[config.mk]
export PLATFORM = sky130hd
export DESIGN_NAME = banked_general_register_file
export DESIGN_NICKNAME = d
export VERILOG_FILES = /design/src/hw/gpr_bank_pkg.sv /design/src/hw/banked_general_register_file.sv /design/src/hw/gpr_nibble_store.sv /design/src/hw/periph_access_check.sv
export SDC_FILE = /design/constraint.sdc
export NUM_CORES = 1
export LEC_CHECK = 0
export ABC_AREA = 1
export BUFFER_PORTS_ARGS = -buffer_cell sky130_fd_sc_hd__buf_2
export CORE_UTILIZATION = 60
export CTS_CLUSTER_DIAMETER = 80
export DETAILED_ROUTE_END_ITERATION = 12
export PLACE_DENSITY = 0.85
export SYNTH_ARGS = -nofsm -noshare
export SYNTH_HDL_FRONTEND = slang
export SYNTH_SLANG_ARGS = --single-unit
[constraint.sdc]
create_clock -name ref_clk -period 3.45 [get_ports ref_clk]
set_input_delay 0.1725 -clock ref_clk [delete_from_list [all_inputs] [get_ports ref_clk]]
set_output_delay 0.1725 -clock ref_clk [all_outputs]
set_load 0.02 [all_outputs]
[src/hw/gpr_bank_pkg.sv]
// package: constants, enums and carrier structs for the banked general register file
package gpr_bank_pkg;

  // ************************************************************
  // storage geometry
  // ************************************************************
  localparam int NUM_BANKS = 4;           // register banks
  localparam int REGS_PER_BANK = 8;       // nibble registers per bank
  localparam int NIB_W = 4;               // register width
  localparam logic [3:0] NIB_RESET = 4'h0; // value after reset

  // ************************************************************
  // pair offsets inside a bank (low nibble at the even address)
  // ************************************************************
  localparam logic [2:0] OFS_WIDE_ACC = 3'h0;   // wide accumulator pair
  localparam logic [2:0] OFS_PRIMARY_PTR = 3'h2; // primary pointer pair
  localparam logic [2:0] OFS_AUX_PTR = 3'h4;     // aux pointer pair
  localparam logic [2:0] OFS_SPARE = 3'h6;       // spare general pair
  localparam logic [2:0] OFS_NIB_ACC = 3'h0;     // nibble accumulator

  // ************************************************************
  // data memory windows
  // ************************************************************
  localparam logic [11:0] GPR_ADDR_LAST = 12'h01F;  // end of register area
  localparam logic [11:0] PERIPH_FIRST = 12'hF80;   // peripheral window start
  localparam logic [11:0] PERIPH_LAST = 12'hFFF;    // peripheral window end
  localparam logic [3:0] PERIPH_MEM_BANK = 4'hF;    // bank select reaching peripherals
  localparam logic [7:0] PAIR_WRAP = 8'h00;         // increment wrap value

  // ************************************************************
  // operations
  // ************************************************************
  typedef enum logic [3:0] {
    OP_NONE = 4'h0,
    OP_NIB_MOVE = 4'h1,  // nibble acc <- reg
    OP_NIB_STORE = 4'h2, // reg <- nibble acc
    OP_NIB_INC = 4'h3,
    OP_NIB_DEC = 4'h4,
    OP_PAIR_MOVE = 4'h5, // wide acc <- pair
    OP_PAIR_STORE = 4'h6, // pair <- wide acc
    OP_INC_SKIP = 4'h7,  // increment_and_skip
    OP_ADD_SKIP = 4'h8,  // add_and_skip
    OP_SUB_CARRY = 4'h9, // subtract_with_carry
    OP_TABLE_READ = 4'hA, // table_read
    OP_PAIR_CMP = 4'hB,  // compare / skip_if_equal
    OP_PAIR_DEC = 4'hC,
    OP_NIB_CMP = 4'hD
  } gpr_op_t;

  // peripheral addressing modes
  typedef enum logic [2:0] {
    AM_BIT_DIRECT = 3'h0,
    AM_BIT_SHORT = 3'h1,
    AM_BIT_LOWIND = 3'h2,
    AM_NIB_DIRECT = 3'h3,
    AM_NIB_POINTER = 3'h4,
    AM_BYTE_DIRECT = 3'h5,
    AM_BYTE_POINTER = 3'h6
  } addr_mode_t;

  // ************************************************************
  // carriers
  // ************************************************************
  typedef struct packed {
    gpr_op_t op;       // operation
    logic [2:0] regSel; // nibble register index
    logic [1:0] pairSel; // pair index (offset/2)
    logic primed;      // use sibling bank
    logic carryIn;     // carry flag for subtract
    logic [7:0] tableData; // program memory byte
  } gpr_cmd_t;

  typedef struct packed {
    logic skip;      // skip next instruction
    logic carry;     // carry or borrow out
    logic equal;     // operands equal
  } gpr_flags_t;

  typedef struct packed {
    addr_mode_t mode;
    logic [11:0] addr;
    logic [3:0] lowPointer;
  } periph_req_t;

endpackage

[src/hw/banked_general_register_file.sv]
// banked general register file: four banks of eight nibble registers
// Summary of operation
// - eight nibble registers in the active bank
// - bank n at addresses n*8 to n*8+7
// - nibble accumulator is operand and destination
// - four pairs selectable in active bank
// - primed pairs come from bank bit0 inverted
// - wide accumulator pair is the 8-bit accumulator
// - pointer pairs feed data memory addresses
// - pair increment skips on wrap to zero
// - pair add skips on carry out
// - subtract source and carry into destination
// - table read loads wide accumulator pair
// - decode peripheral window F80 to FFF
// - direct bit access needs enable 0 or bank 15
// - short-form bit access always reaches targets
// - low-nibble-indirect bit access always reaches targets
// - nibble access rules for direct and pointer
// - byte access needs even address or pointer
// - enable clear forces bank zero
// - effective memory bank is enable AND select
`timescale 1ns/10ps
`default_nettype none
module banked_general_register_file (
  // clock and reset
  input wire logic ref_clk,
  input wire logic srst,
  // bank control
  input wire logic bank_enable_flag,
  input wire logic [1:0] bank_select_field,
  input wire logic memory_bank_enable,
  input wire logic [3:0] memory_bank_select,
  // command from the execution unit, at most one per two cycles
  input wire logic cmdValid,
  input wire gpr_bank_pkg::gpr_cmd_t cmd,
  // peripheral access check request
  input wire gpr_bank_pkg::periph_req_t periphReq,
  // results
  output logic [1:0] active_bank_number,
  output logic [7:0] wide_accumulator_pair,
  output logic [3:0] nibbleResult,
  output gpr_bank_pkg::gpr_flags_t flags,
  output logic flagsValid,
  output logic [7:0] primary_pointer_pair,
  output logic [7:0] aux_pointer_pair,
  output logic [7:0] mixed_aux_pointer_pair,
  output logic [12:0] tableAddr,
  output logic periphInWindow,
  output logic periphAllowed,
  output logic [3:0] effMemBank,
  // program counter for table read address
  input wire logic [12:0] progCounter
);

  // ************************************************************
  // bank selection
  // ************************************************************
  logic [1:0] curBank;   // active bank, combinational
  logic [1:0] primeBank; // sibling bank
  assign curBank = bank_select_field & {2{bank_enable_flag}};
  assign primeBank = {curBank[1], ~curBank[0]};

  // address of a pair or nibble in the register area
  function automatic logic [4:0] reg_addr(input logic [1:0] bank, input logic [2:0] ofs);
    reg_addr = {bank, ofs};
  endfunction

  // ************************************************************
  // state: the current command held for its second cycle
  // ************************************************************
  typedef enum logic [1:0] {
    ST_IDLE = 2'b01,  // waiting for a command
    ST_EXEC = 2'b10   // operands read, write back
  } seq_t;
  seq_t state;
  gpr_bank_pkg::gpr_cmd_t held; // command being executed
  logic [1:0] heldBank;         // bank sampled with the command

  // commands are taken one per two cycles because reads are registered
  always_ff @(posedge ref_clk)
  begin
    if (srst)
      state <= ST_IDLE;
    else
    begin
      unique case (state)
        ST_IDLE: if (cmdValid) state <= ST_EXEC;
        ST_EXEC: state <= ST_IDLE;
      endcase
    end
  end

  // capture command and bank
  always_ff @(posedge ref_clk)
  begin
    if (srst)
    begin
      held <= '0;
      heldBank <= 2'h0;
    end
    else if (state == ST_IDLE && cmdValid)
    begin
      held <= cmd;
      heldBank <= curBank;
    end
  end

  // ************************************************************
  // storage
  // ************************************************************
  logic [4:0] rdAddrA; // accumulator side
  logic [4:0] rdAddrB; // operand side
  logic [7:0] accData;
  logic [7:0] opData;
  logic wrLoEn;
  logic wrHiEn;
  logic [4:0] wrAddr;
  logic [7:0] wrData;
  logic [1:0] opBank;

  assign opBank = cmd.primed ? primeBank : curBank;
  // accumulator reads: pair store/sub read the acc; sub targets the dest
  assign rdAddrA = reg_addr(curBank, gpr_bank_pkg::OFS_WIDE_ACC);
  assign rdAddrB = (cmd.op inside {gpr_bank_pkg::OP_NIB_MOVE, gpr_bank_pkg::OP_NIB_STORE,
                    gpr_bank_pkg::OP_NIB_INC, gpr_bank_pkg::OP_NIB_DEC,
                    gpr_bank_pkg::OP_NIB_CMP})
                   ? reg_addr(curBank, cmd.regSel)
                   : reg_addr(opBank, {cmd.pairSel, 1'b0});

  gpr_nibble_store #(
    .DEPTH(gpr_bank_pkg::NUM_BANKS * gpr_bank_pkg::REGS_PER_BANK)
  ) u_store (
    .ref_clk(ref_clk),
    .srst(srst),
    .wrLoEn(wrLoEn),
    .wrHiEn(wrHiEn),
    .wrAddr(wrAddr),
    .wrData(wrData),
    .rdAddrA(rdAddrA),
    .rdDataA(accData),
    .rdAddrB(rdAddrB),
    .rdDataB(opData)
  );

  // ************************************************************
  // execute
  // ************************************************************
  logic [8:0] sum;       // pair arithmetic with carry
  logic [3:0] nib;       // addressed nibble
  logic [3:0] accNib;    // nibble accumulator
  logic [4:0] heldOpAddr;
  logic [1:0] heldOpBank;
  gpr_bank_pkg::gpr_flags_t next_flags;

  assign heldOpBank = held.primed ? {heldBank[1], ~heldBank[0]} : heldBank;
  assign heldOpAddr = reg_addr(heldOpBank, {held.pairSel, 1'b0});
  assign accNib = accData[3:0];
  assign nib = held.regSel[0] ? opData[7:4] : opData[3:0];

  always_comb
  begin
    sum = 9'h000;
    wrLoEn = 1'b0;
    wrHiEn = 1'b0;
    wrAddr = reg_addr(heldBank, gpr_bank_pkg::OFS_WIDE_ACC);
    wrData = 8'h00;
    next_flags = '0;
    if (state == ST_EXEC)
    begin
      unique case (held.op)
        gpr_bank_pkg::OP_NIB_MOVE:
        begin
          wrLoEn = 1'b1;
          wrData = {4'h0, nib};
        end
        gpr_bank_pkg::OP_NIB_STORE, gpr_bank_pkg::OP_NIB_INC, gpr_bank_pkg::OP_NIB_DEC:
        begin
          wrAddr = reg_addr(heldBank, {held.regSel[2:1], 1'b0});
          wrLoEn = !held.regSel[0];
          wrHiEn = held.regSel[0];
          if (held.op == gpr_bank_pkg::OP_NIB_STORE)
            wrData = {accNib, accNib};
          else if (held.op == gpr_bank_pkg::OP_NIB_INC)
            wrData = {nib + 4'h1, nib + 4'h1};
          else
            wrData = {nib - 4'h1, nib - 4'h1};
        end
        gpr_bank_pkg::OP_NIB_CMP:
          next_flags.equal = (nib == accNib);
        gpr_bank_pkg::OP_PAIR_MOVE, gpr_bank_pkg::OP_TABLE_READ:
        begin
          wrLoEn = 1'b1;
          wrHiEn = 1'b1;
          wrData = (held.op == gpr_bank_pkg::OP_TABLE_READ) ? held.tableData : opData;
        end
        gpr_bank_pkg::OP_PAIR_STORE:
        begin
          wrAddr = heldOpAddr;
          wrLoEn = 1'b1;
          wrHiEn = 1'b1;
          wrData = accData;
        end
        gpr_bank_pkg::OP_INC_SKIP, gpr_bank_pkg::OP_PAIR_DEC:
        begin
          wrAddr = heldOpAddr;
          wrLoEn = 1'b1;
          wrHiEn = 1'b1;
          wrData = (held.op == gpr_bank_pkg::OP_INC_SKIP) ? opData + 8'h01 : opData - 8'h01;
          next_flags.skip = (held.op == gpr_bank_pkg::OP_INC_SKIP)
                            && (wrData == gpr_bank_pkg::PAIR_WRAP);
        end
        gpr_bank_pkg::OP_ADD_SKIP:
        begin
          sum = {1'b0, accData} + {1'b0, opData};
          wrLoEn = 1'b1;
          wrHiEn = 1'b1;
          wrData = sum[7:0];
          next_flags.carry = sum[8];
          next_flags.skip = sum[8];
        end
        gpr_bank_pkg::OP_SUB_CARRY:
        begin
          // destination is the selected pair, source the wide accumulator
          sum = {1'b0, opData} - {1'b0, accData} - {8'h00, held.carryIn};
          wrAddr = heldOpAddr;
          wrLoEn = 1'b1;
          wrHiEn = 1'b1;
          wrData = sum[7:0];
          next_flags.carry = sum[8];
        end
        gpr_bank_pkg::OP_PAIR_CMP:
        begin
          sum = {1'b0, accData} - {1'b0, opData};
          next_flags.carry = sum[8];
          next_flags.equal = (accData == opData);
          next_flags.skip = (accData == opData);
        end
        default: ;
      endcase
    end
  end

  // flag outputs, one cycle pulse on flagsValid
  always_ff @(posedge ref_clk)
  begin
    if (srst)
    begin
      flags <= '0;
      flagsValid <= 1'b0;
      nibbleResult <= 4'h0;
    end
    else
    begin
      flagsValid <= (state == ST_EXEC);
      if (state == ST_EXEC)
      begin
        flags <= next_flags;
        nibbleResult <= wrHiEn ? wrData[7:4] : wrData[3:0];
      end
    end
  end

  // ************************************************************
  // shadow copies of bank 0's pairs for outputs
  // ************************************************************
  logic [7:0] shadow [4]; // kept in step with writes to bank 0 (shadowBank stays 0)
  logic [1:0] shadowBank;

  // shadow tracks writes to bank 0 so outputs show bank 0's stored cells
  always_ff @(posedge ref_clk)
  begin
    if (srst)
    begin
      for (int i = 0; i < 4; i++)
        shadow[i] <= 8'h00;
      shadowBank <= 2'h0;
    end
    else if (wrAddr[4:3] == shadowBank && (wrLoEn || wrHiEn))
    begin
      if (wrLoEn)
        shadow[wrAddr[2:1]][3:0] <= wrData[3:0];
      if (wrHiEn)
        shadow[wrAddr[2:1]][7:4] <= wrData[7:4];
    end
  end

  // registered outputs: active bank number and bank 0 pairs
  always_ff @(posedge ref_clk)
  begin
    if (srst)
    begin
      active_bank_number <= 2'h0;
      wide_accumulator_pair <= 8'h00;
      primary_pointer_pair <= 8'h00;
      aux_pointer_pair <= 8'h00;
      mixed_aux_pointer_pair <= 8'h00;
      tableAddr <= 13'h0000;
    end
    else
    begin
      active_bank_number <= curBank;
      wide_accumulator_pair <= shadow[gpr_bank_pkg::OFS_WIDE_ACC[2:1]];
      primary_pointer_pair <= shadow[gpr_bank_pkg::OFS_PRIMARY_PTR[2:1]];
      aux_pointer_pair <= shadow[gpr_bank_pkg::OFS_AUX_PTR[2:1]];
      mixed_aux_pointer_pair <= {shadow[gpr_bank_pkg::OFS_AUX_PTR[2:1]][7:4],
                                 shadow[gpr_bank_pkg::OFS_PRIMARY_PTR[2:1]][3:0]};
      tableAddr <= {progCounter[12:8], shadow[gpr_bank_pkg::OFS_AUX_PTR[2:1]]};
    end
  end

  // ************************************************************
  // peripheral window checks
  // ************************************************************
  periph_access_check u_periph (
    .ref_clk(ref_clk),
    .srst(srst),
    .req(periphReq),
    .memory_bank_enable(memory_bank_enable),
    .memory_bank_select(memory_bank_select),
    .inWindow(periphInWindow),
    .allowed(periphAllowed),
    .effMemBank(effMemBank)
  );

endmodule
`default_nettype wire

[src/hw/gpr_nibble_store.sv]
// nibble storage for all banks, with two registered pair read ports
`timescale 1ns/10ps
`default_nettype none
module gpr_nibble_store #(
  parameter int DEPTH = 32
) (
  // clock and reset
  input wire logic ref_clk,
  input wire logic srst,
  // write port, two nibbles
  input wire logic wrLoEn,
  input wire logic wrHiEn,
  input wire logic [4:0] wrAddr,
  input wire logic [7:0] wrData,
  // read ports, a pair at even address
  input wire logic [4:0] rdAddrA,
  output logic [7:0] rdDataA,
  input wire logic [4:0] rdAddrB,
  output logic [7:0] rdDataB
);

  // ************************************************************
  // storage cells
  // ************************************************************
  logic [3:0] cells [DEPTH]; // one cell per nibble register

  // one write port serves both views, so nibble and pair alias the same cells
  always_ff @(posedge ref_clk)
  begin
    if (srst)
    begin
      for (int i = 0; i < DEPTH; i++)
        cells[i] <= gpr_bank_pkg::NIB_RESET;
    end
    else
    begin
      if (wrLoEn)
        cells[wrAddr] <= wrData[3:0];
      if (wrHiEn)
        cells[wrAddr | 5'h01] <= wrData[7:4];
    end
  end

  // registered reads; each port returns the pair at its even base
  always_ff @(posedge ref_clk)
  begin
    if (srst)
    begin
      rdDataA <= 8'h00;
      rdDataB <= 8'h00;
    end
    else
    begin
      rdDataA <= {cells[rdAddrA | 5'h01], cells[rdAddrA & 5'h1E]};
      rdDataB <= {cells[rdAddrB | 5'h01], cells[rdAddrB & 5'h1E]};
    end
  end

endmodule
`default_nettype wire

[src/hw/periph_access_check.sv]
// peripheral window decode and addressing mode checks
`timescale 1ns/10ps
`default_nettype none
module periph_access_check (
  // clock and reset
  input wire logic ref_clk,
  input wire logic srst,
  // request
  input wire gpr_bank_pkg::periph_req_t req,
  input wire logic memory_bank_enable,
  input wire logic [3:0] memory_bank_select,
  // result
  output logic inWindow,
  output logic allowed,
  output logic [3:0] effMemBank
);

  // ************************************************************
  // decode helper
  // ************************************************************
  function automatic logic in_periph(input logic [11:0] a);
    in_periph = (a >= gpr_bank_pkg::PERIPH_FIRST) && (a <= gpr_bank_pkg::PERIPH_LAST);
  endfunction

  logic bankF;   // enable set and bank 15 selected
  logic direct;  // direct forms: enable clear or bank 15
  logic next_allowed;
  assign bankF = memory_bank_enable && (memory_bank_select == gpr_bank_pkg::PERIPH_MEM_BANK);
  assign direct = !memory_bank_enable || bankF;

  // mode check
  always_comb
  begin
    next_allowed = 1'b0;
    unique case (req.mode)
      gpr_bank_pkg::AM_BIT_DIRECT: next_allowed = direct;
      gpr_bank_pkg::AM_BIT_SHORT: next_allowed = 1'b1;
      gpr_bank_pkg::AM_BIT_LOWIND: next_allowed = 1'b1;
      gpr_bank_pkg::AM_NIB_DIRECT: next_allowed = direct;
      gpr_bank_pkg::AM_NIB_POINTER: next_allowed = bankF;
      gpr_bank_pkg::AM_BYTE_DIRECT: next_allowed = direct && !req.addr[0];
      gpr_bank_pkg::AM_BYTE_POINTER: next_allowed = bankF && !req.lowPointer[0];
      default: next_allowed = 1'b0; // illegal code
    endcase
  end

  // registered results
  always_ff @(posedge ref_clk)
  begin
    if (srst)
    begin
      inWindow <= 1'b0;
      allowed <= 1'b0;
      effMemBank <= 4'h0;
    end
    else
    begin
      inWindow <= in_periph(req.addr);
      allowed <= in_periph(req.addr) && next_allowed;
      effMemBank <= memory_bank_select & {4{memory_bank_enable}};
    end
  end

endmodule
`default_nettype wire

==> impl_metrics.tcl <==
set metrics [dict create \
    wl_met2_um 17410 \
    overflow 0 \
    place_area_um2 13470 \
    place_inst 1945 \
    cts_resized 0 \
    cap_violations 0 \
    vias 11370 \
    ys_ff_latch 236 \
    p_int_mw 5.190 \
    cts.sinks 236 \
    syn_avg_cell_area_um2 7.873 \
    antenna_left 0 \
    row_count 52 \
    htree_num_levels 1 \
    antenna_cells 0 \
    grt_util_all_layers_pct 32.56 \
    clock_skew_ns 0.01668 \
    die_w_um 147.5 \
    hpwl_um 24050 \
    clock_latency_ns 0.55 \
    ir_drop_mv 0.3753 \
    grt_pass1_wl_um 54860 \
    instances_no_fill 2028 \
    drcViolationCount 0 \
    wl_per_cell_um 17.30 \
    max_freq_mhz 331.6 \
    fin_setup_tns_ns 0 \
    first_global_vias 10810 \
    cts-buffers-inserted 25 \
    antenna_found_initial 0 \
    period_needed_ns 3.015 \
    path_clk_slew_ns 0.06 \
    routed_wl_um 35080 \
    fp.coreArea_um2 20490 \
    p_leak_nw 6.584 \
    hp-class "primary input to flip-flop" \
    grt_max_degree 57 \
    power_frac_comb_pct 18.9 \
    wl_met1_um 12980 \
    synth-adder-area-share_pct 4.710 \
    setup_slack_ns 0.4345 \
    status "finished, final reports clean" \
    yosysWarnings 0 \
    hold_start "bank_select_field[0]" \
    worstRegToRegCells 12 \
    dr.first_iter.drc_count 1079 \
    critPathLaunch "held[12]$_SDFFE_PP0P_" \
    crit_type "flip-flop to flip-flop" \
    synth_area_um2 12700 \
    reg2reg_from "held[12]$_SDFFE_PP0P_" \
    end_kind "flip-flop" \
    cts_tree "done" \
    synth-xor-area-share_pct 0.6109 \
    setup_viol 0 \
    hold_violations 0 \
    start_kind "flip-flop" \
    rr_endpoint "shadow[2][6]$_SDFFCE_PN0P_" \
    rsz0062_at_grt "false" \
    drive_above_1_share_pct 12.12 \
    syn-num-nets 1718 \
    nNetsFinal 1844 \
    crit_required_ns 3.73 \
    worst_pin_slew_ns 1.058 \
    slew_viol_final 0 \
    swShare_pct 29.08 \
    synth_cells 1613 \
    drtPass1Iterations 7 \
    synth_edf_count 152 \
    wl_met3_um 3136 \
    die-area_um2 21750 \
    via_per_inst 5.608 \
    p_per_area_nw_per_um2 498.8 \
    stdcell_area_um2 14670 \
    clockBufferDepth 3 \
    crit_arrival_ns 3.29 \
    pwr-share-seq_pct 43.7 \
    synth-seq-area-share_pct 49.19 \
    synth_top_family_by_area "simple AND/OR/NAND/NOR gates" \
    post_cts_buffers 0 \
    io_pins 123 \
    synth-compound-area-share_pct 6.818 \
    cts_hold_buffers 37 \
    die_h_um 147.5 \
    pwr-share-clk_pct 37.4 \
    synth.mux.area_fraction_pct 0 \
    hold_end "u_store.rdDataA[6]$_SDFF_PP0_" \
    dp_slack_ns 0.5497 \
    cts.root.buffer_cell "clkbuf_16" \
    relSlewSlack_pct 29.30 \
    netSwitchingPower_mw 2.129 \
    synthFlopType "edfxtp_1" \
    r2r_setup_slack_ns 0.43 \
    io_buffers 105 \
    synth-simple-area-share_pct 28.53 \
    crit_fanout 19 \
    min_period_over_period_pct 87.40 \
    syn_to_final_growth_pct 15.56 \
    whs_path_depth 4 \
    initial_core_util_pct 61.96 \
    gp_congestion 0.9809 \
    dr.max_layer_used "met4" \
    synthDistinctLibCells 46 \
    async_flop_share_pct 0 \
]
-- Yosys cell counts (all sizes together) (3+ instances only) --
cell,count,area [um2]
nand2,366,1399
nor2,256,1002
inv,244,915.9
nand3,187,988.4
edfxtp,152,4564
a21oi,86,441.7
dfxtp,84,1682
o21ai,56,280.3
clkbuf,40,150.1
ha,35,437.9
buf,33,206.4
nand3b,16,120.1
nand4,9,56.30
o22ai,9,62.56
fa,8,160.2
clkinv,4,15.01
xnor2,4,35.03
xor2,4,42.55
nor3,3,20.02
-- worst max-delay path, cell delays in order, from the launching register on --
cell	delay, ns
dfxtp_1	0.54
inv_1	0.24
nand2_1	0.11
nand2_1	0.20
fa_1	0.44
xnor2_1	0.18
nand2_1	0.09
nand3_1	0.11
and2_1	0.17
nand4_1	0.16
nand2_1	0.10
buf_4	0.28
nor2_1	0.11
-- flip-flops by register name, summed over array words and instances, names as in the netlist, 3 cells and up --
signal and cells:
aux_pointer_pair 7, u_store.rdDataA 8, u_store.cells 128, tableAddr 6, wide_accumulator_pair 8, flags 3
u_store.rdDataB 8, u_periph.effMemBank 4, held 19, nibbleResult 4, shadow 24, primary_pointer_pair 8
-- power by group through the flow --
stage / clock (mW) / sequential (mW) / combinational, mW
after detailed placement: 0 / 3.26 / 1.30
after global placement: 0 / 3.25 / 1.27
after floorplan: 0 / 3.26 / 0.911
after CTS: 2.74 / 3.20 / 1.35
final: 2.74 / 3.20 / 1.38
after global routing: 2.85 / 3.21 / 1.53
-- metrics by stage --
step	util [%]	hold WS [ns]	power [mW]
2_1_floorplan	-	0.2795	4.172
3_3_place_gp	65.70	0.3733	4.524
3_5_place_dp	65.70	0.3816	4.557
4_1_cts	71.60	0.06928	7.284
5_1_grt	71.60	0.1075	7.595
6_report	71.60	0.09025	7.319
-- logic make-up (layout without fill, tap and decap cells) --
logic type / Yosys count / count (layout)
xor+xnor: 8 / 8
fa+ha+maj: 43 / 43
buf+inv: 321 / 466
flops: 236 / 236
compound gates: 162 / 162
simple gates: 843 / 843
-- per-layer routing --
layer  global-route usage (%)  vias to the layer above
met5                        0                        -
met4                    15.57                        0
met3                    4.506                      128
met2                    56.63                      657
met1                    39.98                     5177
li1                         -                     5411
-- worst max-delay path by stage --
| stage | end | slack, ns | cells past startpoint |
|---|---|---|---|
| global placement | nibbleResult[2]$_SDFFE_PP0P_ | 0.58 | 14 |
| finish | shadow[2][6]$_SDFFCE_PN0P_ | 0.43 | 12 |
| CTS | shadow[2][6]$_SDFFCE_PN0P_ | 0.47 | 14 |
| global route | shadow[2][6]$_SDFFCE_PN0P_ | 0.21 | 14 |
| detailed placement | shadow[2][6]$_SDFFCE_PN0P_ | 0.55 | 14 |
| floorplan | u_store.cells[17][1]$_SDFFCE_PN0P_ | 0.75 | 12 |
-- layout by cell type (no fill, tap or decap), types with 9 or more instances in the layout --
cell / n
clkbuf_16: 25
nand4_1: 9
dfxtp_1: 84
nor2_1: 247
nand3b_1: 16
inv_2: 9
ha_1: 35
dlygate4sd3_1: 37
nand2_1: 357
buf_4: 28
inv_1: 236
nand3_1: 181
a21oi_1: 85
o21ai_0: 53
edfxtp_1: 152
buf_2: 105
-- layout make-up --
type                       count  area, um2
clock buffer                  31      668.1
clock inverter                15      170.2
fill                        1531       5821
inverter                     248      930.9
multi-input combinational   1056       5175
sequential                   236       6246
tap                          270      337.8
timing repair buffer         172       1146
(Power assumes the default switching activity.)
